**src/pbm_pkg.sv**
```systemverilog
// package: register map, field positions, reset values and carrier types for the port pin mux
package pbm_pkg;
// Summary of operation
// (RULE1) direction 0 drives the pin from the output latch, analog select ignored.
// (RULE2) digital input works only with direction 1 and analog select 0.
// (RULE3) relocation fuses set: pwm2b, timer3 clock, capcomp3, capcomp2 stay on default pins.
// (RULE4) fuse cleared moves its function to the alternate pin; timer3 clock reaches bit 5.
// (RULE5) bit 4 carries pwm1 output d as output and timer5 gate as input.
// (RULE6) bit 5 carries capcomp3 compare output or its capture input.
// (RULE7) bit 5 supplies the timer1 gate when it is a digital input.
// (RULE8) bit 6 carries serial2 sync clock: out when direction 0, in when 1.
// (RULE9) bit 7 carries serial2 sync data; async mode rx on 7, tx on 6.
// (RULE10) bits 6 and 7 serve the debug clock and data regardless of settings.
// (RULE11) unimplemented register bits read as zero.
// (RULE12) enabled level change on bits 4..7 sets port change flag; irq if enabled.
	localparam logic [3:0] PBM_ADDR_LATCH   = 4'h0;
	localparam logic [3:0] PBM_ADDR_DIR     = 4'h1;
	localparam logic [3:0] PBM_ADDR_ANSEL   = 4'h2;
	localparam logic [3:0] PBM_ADDR_IOC     = 4'h3;
	localparam logic [3:0] PBM_ADDR_PINS    = 4'h4;
	localparam logic [3:0] PBM_ADDR_INTERRUPT_CONTROL_MAIN  = 4'h5;
	localparam logic [3:0] PBM_ADDR_WPU     = 4'h6;
	localparam logic [3:0] PBM_ADDR_SLEW    = 4'h7;
	localparam logic [3:0] PBM_ADDR_IRQ_ST  = 4'h8;
	localparam logic [3:0] PBM_ADDR_IRQ_MSK = 4'h9;
	localparam logic [3:0] PBM_ADDR_FUSE    = 4'hA;
	// implemented bit masks
	localparam logic [7:0] PBM_MASK_UPPER   = 8'hF0;
	localparam logic [7:0] PBM_MASK_ANSEL   = 8'h30;
	localparam logic [7:0] PBM_MASK_SLEW    = 8'h1F;
	localparam logic [7:0] PBM_MASK_INTERRUPT_CONTROL_MAIN  = 8'h09;
	localparam logic [7:0] PBM_MASK_FUSE    = 8'h0F;
	// field positions
	localparam int PBM_BIT_FLAG    = 0;
	localparam int PBM_BIT_IE      = 3;
	localparam int PBM_FUSE_CCP2   = 0;
	localparam int PBM_FUSE_CAPCOMP3_PIN   = 1;
	localparam int PBM_FUSE_T3C    = 2;
	localparam int PBM_FUSE_PB2    = 3;
	// reset values
	localparam logic [7:0] PBM_RST_LATCH = 8'h00;
	localparam logic [7:0] PBM_RST_DIR   = 8'hFF;
	localparam logic [7:0] PBM_RST_ANSEL = 8'h30;
	localparam logic [7:0] PBM_RST_ZERO  = 8'h00;
	localparam logic [7:0] PBM_RST_FUSE  = 8'h0F;

	typedef struct packed {
		logic [3:0] addr;
		logic [7:0] wdata;
		logic       wr;
		logic       rd;
	} pbm_bus_t;

	// peripheral output side (each with an enable: the peripheral replaces the latch value, direction sets the drive except on bits 6 and 7 while debug_active)
	typedef struct packed {
		logic pwm1_output_d;
		logic pwm1_d_en;
		logic capcomp3_out;
		logic capcomp3_en;
		logic pwm3_output_a;
		logic pwm3_a_en;
		logic pwm2_output_b;
		logic pwm2_b_en;
		logic serial2_clk_out;
		logic serial2_clk_en;
		logic serial2_data_out;
		logic serial2_data_en;
		logic serial2_async;
		logic debug_active;
		logic debug_data_out;
		logic debug_data_oe;
	} pbm_periph_t;

	typedef struct packed {
		logic timer5_gate_in;
		logic timer1_gate_in;
		logic capcomp3_pin;
		logic timer3_clock_in;
		logic serial2_sync_clock;
		logic serial2_sync_data;
		logic serial2_async_rx;
		logic prog_debug_clock;
		logic prog_debug_data;
	} pbm_inputs_t;
endpackage

```
**src/pbm_port_mux.sv**
```systemverilog
// module: upper port pins 4..7 with pin muxing, registers and change interrupt
//
// The placing of the registers and the plain strobed port were decided locally.
`timescale 1ns/1ps
`default_nettype none
module pbm_port_mux (
	// clock and reset
	input  wire logic                clk,
	input  wire logic                reset_n,
	// register port
	input  wire pbm_pkg::pbm_bus_t   bus,
	output var  logic [7:0]          rdata,
	// configuration fuses, static
	input  wire logic [3:0]          fuse_bits,
	// peripheral side
	input  wire pbm_pkg::pbm_periph_t periph,
	output var  pbm_pkg::pbm_inputs_t to_periph,
	// pins 4..7
	input  wire logic [3:0]          pin_in,
	output var  logic [3:0]          pin_out,
	output var  logic [3:0]          pin_oe,
	// interrupt
	output var  logic                irq
);
	import pbm_pkg::*;

	logic [7:0] latch_reg;
	logic [7:0] dir_reg;
	logic [7:0] ansel_reg;
	logic [7:0] ioc_reg;
	logic [7:0] wpu_reg;
	logic [7:0] slew_reg;
	logic       ie_reg;
	logic       flag_reg;
	logic [3:0] sts_reg;
	logic [3:0] msk_reg;
	logic [3:0] fuse_reg;
	logic [3:0] last_reg;
	logic [3:0] dig_in;
	logic [3:0] change;
	logic [3:0] out_next;
	logic [3:0] oe_next;

	function automatic logic dig_ok(input logic d, input logic a);
		return d && !a;
	endfunction

	////////////////////////////////////////////////////////////////////////
	// fuses caught after reset release, never by the async reset
	logic fuse_taken_reg;
	always_ff @(posedge clk or negedge reset_n) begin
		if (!reset_n) begin
			fuse_reg       <= PBM_RST_FUSE[3:0];
			fuse_taken_reg <= 1'b0;
		end else if (!fuse_taken_reg) begin
			fuse_reg       <= fuse_bits;
			fuse_taken_reg <= 1'b1;
		end
	end

	////////////////////////////////////////////////////////////////////////
	// digital input gating
	always_comb begin
		for (int i = 0; i < 4; i++) begin
			dig_in[i] = dig_ok(dir_reg[i+4], ansel_reg[i+4]) & pin_in[i]; // [RULE2]
		end
	end

	////////////////////////////////////////////////////////////////////////
	// output drive; peripherals outrank the latch, debug outranks all on bits 6 and 7
	always_comb begin
		oe_next  = ~dir_reg[7:4]; // [RULE1]
		out_next = latch_reg[7:4]; // [RULE1]
		if (periph.pwm1_d_en && !dir_reg[4]) begin
			out_next[0] = periph.pwm1_output_d; // [RULE5]
		end
		if (!dir_reg[5]) begin
			if (periph.capcomp3_en && fuse_reg[PBM_FUSE_CAPCOMP3_PIN]) begin
				out_next[1] = periph.capcomp3_out; // [RULE6] [RULE3]
			end else if (periph.pwm3_a_en && fuse_reg[PBM_FUSE_CAPCOMP3_PIN]) begin
				out_next[1] = periph.pwm3_output_a; // [RULE3]
			end else if (periph.pwm2_b_en && fuse_reg[PBM_FUSE_PB2]) begin
				out_next[1] = periph.pwm2_output_b; // [RULE3]
			end
		end
		if (periph.serial2_clk_en && !dir_reg[6]) begin
			out_next[2] = periph.serial2_clk_out; // [RULE8] [RULE9]
		end
		if (periph.serial2_data_en && !dir_reg[7] && !periph.serial2_async) begin
			out_next[3] = periph.serial2_data_out; // [RULE9]
		end
		if (periph.debug_active) begin
			oe_next[2]  = 1'b0; // [RULE10]
			oe_next[3]  = periph.debug_data_oe; // [RULE10]
			out_next[3] = periph.debug_data_out; // [RULE10]
		end
	end

	always_ff @(posedge clk or negedge reset_n) begin
		if (!reset_n) begin
			pin_out <= 4'h0;
			pin_oe  <= 4'h0;
		end else begin
			pin_out <= out_next;
			pin_oe  <= oe_next;
		end
	end

	////////////////////////////////////////////////////////////////////////
	// peripheral inputs, registered
	always_ff @(posedge clk or negedge reset_n) begin
		if (!reset_n) begin
			to_periph <= '0;
		end else begin
			to_periph.timer5_gate_in     <= dig_in[0]; // [RULE5]
			to_periph.capcomp3_pin       <= fuse_reg[PBM_FUSE_CAPCOMP3_PIN] & dig_in[1]; // [RULE6]
			to_periph.timer1_gate_in     <= dig_in[1]; // [RULE7]
			to_periph.timer3_clock_in    <= !fuse_reg[PBM_FUSE_T3C] & dig_in[1]; // [RULE4]
			to_periph.serial2_sync_clock <= dig_in[2]; // [RULE8]
			to_periph.serial2_sync_data  <= dig_in[3]; // [RULE9]
			to_periph.serial2_async_rx   <= dig_in[3]; // [RULE9]
			to_periph.prog_debug_clock   <= pin_in[2]; // [RULE10]
			to_periph.prog_debug_data    <= pin_in[3]; // [RULE10]
		end
	end

	////////////////////////////////////////////////////////////////////////
	// registers
	logic wr_st;
	assign wr_st = bus.wr && bus.addr == PBM_ADDR_IRQ_ST;
	always_ff @(posedge clk or negedge reset_n) begin
		if (!reset_n) begin
			latch_reg <= PBM_RST_LATCH;
			dir_reg   <= PBM_RST_DIR;
			ansel_reg <= PBM_RST_ANSEL;
			ioc_reg   <= PBM_RST_ZERO;
			wpu_reg   <= PBM_RST_ZERO;
			slew_reg  <= PBM_RST_ZERO;
			ie_reg    <= 1'b0;
			msk_reg   <= 4'h0;
		end else if (bus.wr) begin
			case (bus.addr)
				PBM_ADDR_LATCH:   latch_reg <= bus.wdata;
				PBM_ADDR_PINS:    latch_reg <= bus.wdata;
				PBM_ADDR_DIR:     dir_reg   <= bus.wdata;
				PBM_ADDR_ANSEL:   ansel_reg <= bus.wdata & PBM_MASK_ANSEL; // [RULE11]
				PBM_ADDR_IOC:     ioc_reg   <= bus.wdata & PBM_MASK_UPPER; // [RULE11]
				PBM_ADDR_WPU:     wpu_reg   <= bus.wdata;
				PBM_ADDR_SLEW:    slew_reg  <= bus.wdata & PBM_MASK_SLEW; // [RULE11]
				PBM_ADDR_INTERRUPT_CONTROL_MAIN:  ie_reg    <= bus.wdata[PBM_BIT_IE];
				PBM_ADDR_IRQ_MSK: msk_reg   <= bus.wdata[3:0];
				default: ;
			endcase
		end
	end

	////////////////////////////////////////////////////////////////////////
	// change detect: set wins over a clear in the same cycle
	assign change = (last_reg ^ dig_in) & ioc_reg[7:4];
	always_ff @(posedge clk or negedge reset_n) begin
		if (!reset_n) begin
			last_reg <= 4'h0;
			flag_reg <= 1'b0;
			sts_reg  <= 4'h0;
		end else begin
			last_reg <= dig_in;
			if (|change) begin
				flag_reg <= 1'b1; // [RULE12]
			end else if (bus.wr && bus.addr == PBM_ADDR_INTERRUPT_CONTROL_MAIN && !bus.wdata[PBM_BIT_FLAG]) begin
				flag_reg <= 1'b0;
			end
			sts_reg <= (sts_reg & ~(wr_st ? bus.wdata[3:0] : 4'h0)) | change; // [RULE12]
		end
	end

	always_ff @(posedge clk or negedge reset_n) begin
		if (!reset_n) begin
			irq <= 1'b0;
		end else begin
			irq <= (|(sts_reg & msk_reg)) | (flag_reg & ie_reg); // [RULE12]
		end
	end

	////////////////////////////////////////////////////////////////////////
	// read path, one cycle later; unmapped reads zero
	always_ff @(posedge clk or negedge reset_n) begin
		if (!reset_n) begin
			rdata <= 8'h00;
		end else if (bus.rd) begin
			case (bus.addr)
				PBM_ADDR_LATCH:   rdata <= latch_reg;
				PBM_ADDR_DIR:     rdata <= dir_reg;
				PBM_ADDR_ANSEL:   rdata <= ansel_reg; // [RULE11]
				PBM_ADDR_IOC:     rdata <= ioc_reg; // [RULE11]
				PBM_ADDR_PINS:    rdata <= {dig_in, 4'h0};
				PBM_ADDR_INTERRUPT_CONTROL_MAIN:  rdata <= {4'h0, ie_reg, 2'b00, flag_reg};
				PBM_ADDR_WPU:     rdata <= wpu_reg;
				PBM_ADDR_SLEW:    rdata <= slew_reg;
				PBM_ADDR_IRQ_ST:  rdata <= {4'h0, sts_reg};
				PBM_ADDR_IRQ_MSK: rdata <= {4'h0, msk_reg};
				PBM_ADDR_FUSE:    rdata <= {4'h0, fuse_reg};
				default:          rdata <= 8'h00;
			endcase
		end else begin
			rdata <= 8'h00;
		end
	end
endmodule
`default_nettype wire
```
**config.mk**
```make
export PLATFORM = sky130hd
export DESIGN_NAME = pbm_port_mux
export DESIGN_NICKNAME = d
export VERILOG_FILES = /design/src/pbm_pkg.sv /design/src/pbm_port_mux.sv
export SDC_FILE = /design/constraint.sdc
export NUM_CORES = 1
export LEC_CHECK = 0
export BUFFER_PORTS_ARGS = -buffer_cell sky130_fd_sc_hd__buf_2
export CAP_MARGIN = 15
export CORE_MARGIN = 5
export CORE_UTILIZATION = 35
export DETAILED_ROUTE_END_ITERATION = 16
export SYNTH_ARGS = -nofsm -noshare
export SYNTH_HDL_FRONTEND = slang
export SYNTH_SLANG_ARGS = --single-unit
```
**constraint.sdc**
```tcl
create_clock -name clk -period 1.4 [get_ports clk]
set_clock_uncertainty 0.1 [all_clocks]
set_input_delay 0.14 -clock clk [delete_from_list [all_inputs] [get_ports clk]]
set_output_delay 0.14 -clock clk [all_outputs]
set_load 0.01 [all_outputs]
```
==> metrics.txt <==
Tcrit/Tclk final=101%; total power draw=0.00591 W; critical path fanouts, max=2; syn_nets=311; Detail Route Antenna Nets=0; Sequential cell area=~1900 um^2; drt drc=0; Mapped Area=3470 um^2; WP depth=4; vias in the first global route=2,809; dpl ws=-0.103 ns; Total GRT Usage=16.1%; Worst-path clk slew=0.08 ns; Hold Vio Cnt, Final=0; Starting Density=a little over a third; Syn. warnings=0; root buf cell=clkbuf_8; ANT cells=0; startpoint types=flop; Synth Flop Type=dfrtp_1; Crit path largest cell delay=between 0.5 and 0.6 ns; Reg2Reg Depth=4; Clock Sink Count=75; area of the multi-input gates=1470 um^2; count of final max-slew check failures=0; Pleak=2.14 nW; Max H-tree Level=3; Max Cap Viol=0; slowest CP cell=dfstp_2; worst-path cell chain=and3b_2 -> xor2_2 -> a22oi_1 -> nand3_1; # fillers=between 900 and 1,000; RSZ-0062 raised after global routing=yes; Pwr Density=1290 nW/um^2; Starting DRT DRC Count=approximately 140; maximum VDD drop=0.643 mV; vias per cell=around 5; Hold Path Depth=2; largest net degree at the start of global routing=76; worst min path class=in2reg; post-synthesis sequential area ratio=54.6%; Placer Congestion=0.825; die width=110 um; remaining global-route overflow=0; core area=9730 um^2; Post-Synthesis Cells=about 270; Syn Area/Cell=approximately 13 um^2; io pins=66; Layout area overhead=32.1%; Required @ worst endpoint=~1.5 ns; Clk Latency, worst-skew pair=0.35 ns; clock buffer depth=2; Critical Path Sink Type=flop; Sum Neg Setup Slack=-0.0177 ns; setup slack after layout=-0.0177 ns; fraction of layout cells with a size suffix above 1=49.7%; Buf+Inv Stages, Crit Path=0; full die area=12,000 um^2; Final setup violation count=1; number of flops mapped to enable cells by yosys=0; Post-Route Utilization=47.1%; DPL Wire Length=6.65 mm; row cnt=36; TritonCTS Buffers=9; Routed Wire Length=9.09 mm; critical path's top delay family=flip-flops; Final #Nets=431; Die Ht=110 um; first-pass GRT wire length=between 10 and 15 mm; I/O Buffers=65; Pre-antenna DRT Iters=4; count of cell types in the netlist=between 40 and 50; Setup CP Type=reg2reg; Tmin final=1.42 ns; outcome=finished, violations left; initial antenna violation count=0; failing checks=setup timing; fraction of registers with async set/reset=100%; CTS tree=built; routed vias=about 2,600; Synth Register Bits=75; WP data arrival=between 1.5 and 2 ns; Max Freq=slightly above 700 MHz; WL per Instance=17.2 um
==> cells in the final DEF, fill, tap and decap left out, types with 6 or more instances in the layout <==
cell type | synthesis | final
buf_4 | 1 | 41
dfstp_2 | 14 | 14
dfrtp_1 | 61 | 61
a21oi_1 | 8 | 8
nand3_1 | 12 | 12
clkbuf_8 | 0 | 10
buf_2 | 6 | 63
a32oi_1 | 6 | 6
dlygate4sd3_1 | 0 | 19
nand2_1 | 20 | 20
o21ai_0 | 9 | 9
mux2_4 | 13 | 14
mux2_2 | 37 | 36
a22o_1 | 9 | 9
==> path summary, 6_finish.rpt <==
| path | startpoint | end | slack [ns] |
|---|---|---|---|
| hold / removal | bus[2] | latch_reg[0] | 0.03 |
| hold reg to reg | latch_reg[0] | latch_reg[0] | 0.40 |
| setup / recovery | ansel_reg[5] | flag_reg | -0.02 |
| max in group asynchronous | reset_n | dir_reg[4] | 0.61 |
| setup reg to reg | ansel_reg[5] | flag_reg | -0.02 |
| min in group asynchronous | reset_n | rdata[1] | 0.26 |
==> worst register-to-register path, cell delays in order, from the launching register on <==
cell and delay [ns]:
dfstp_2 0.53, and3b_2 0.24, xor2_2 0.16, a22oi_1 0.19
nand3_1 0.09
==> power breakdown <==
group | switching [W] | internal, W | leakage, nW
combinational | 0.000549 | 0.000760 | 1.16
sequential | 0.000300 | 0.00264 | 0.891
clock | 0.000788 | 0.000871 | 0.0926
total | 0.00164 | 0.00427 | 2.14
==> cells in the mapped netlist (2+ instances only) <==
cell type	count	share of area, %
a21oi_1	8	1.2
a22o_1	9	2.3
a22oi_1	4	0.87
a32o_1	2	0.58
a32oi_1	6	1.5
and2_1	5	0.90
and3_1	5	0.90
and3b_1	2	0.50
buf_2	6	0.87
buf_6	7	2.3
dfrtp_1	61	44
dfstp_2	14	11
inv_1	5	0.54
mux2_2	37	12
mux2_4	13	5.6
mux2i_1	5	1.4
nand2_1	20	2.2
nand3_1	12	1.7
nand3b_1	3	0.65
nor2_1	3	0.32
nor2_2	3	0.54
nor2b_1	4	0.72
o21ai_0	9	1.3
xor2_1	3	0.76
==> layout make-up <==
class	instances	share of cell area, %
repair buffers	124	18.2
inverters	5	0.410
flip-flops and latches	75	41.3
clock buffers	12	3.17
clock inverters	4	1.09
multi-input cells	176	32.2
well taps	133	3.63
==> what timing repair did <==
item	in CTS	in global routing
hold buffers	19	0
gates resized for setup	3	4
pin swaps	1	3
setup buffers	3	0
hold endpoints to repair	89	0
setup endpoints to repair	4	10
==> kinds of logic after synthesis <==
family	Yosys count	synth area share, %
xor gates and xnor gates	4	1.01
other	1	0.108
DFF	75	54.6
and+or+nand+nor	65	10.3
muxes	56	19.4
AOI/OAI and AO/OA	50	10.6
buffers and inverters	20	4.00
==> metal layers <==
layer | share of wire, % | global-route usage (%) | up-vias
li1 | - | - | 1227
met1 | 44 | 20.7 | 1320
met2 | 50 | 26.7 | 78
met3 | 4.2 | 3.29 | 10
met4 | 1.7 | 6.06 | 0
met5 | 0 | 0 | -
==> metrics by stage <==
step	instance area, um^2	std cells	hold WS (ns)
global route	4580	529	0.0216
global placement	4140	492	0.0876
CTS	4560	530	0.00496
detailed placement	4140	492	0.0937
finish	4580	529	0.0277
floorplan	3470	271	-0.256
No activity file was read; power rests on OpenSTA's default activity.
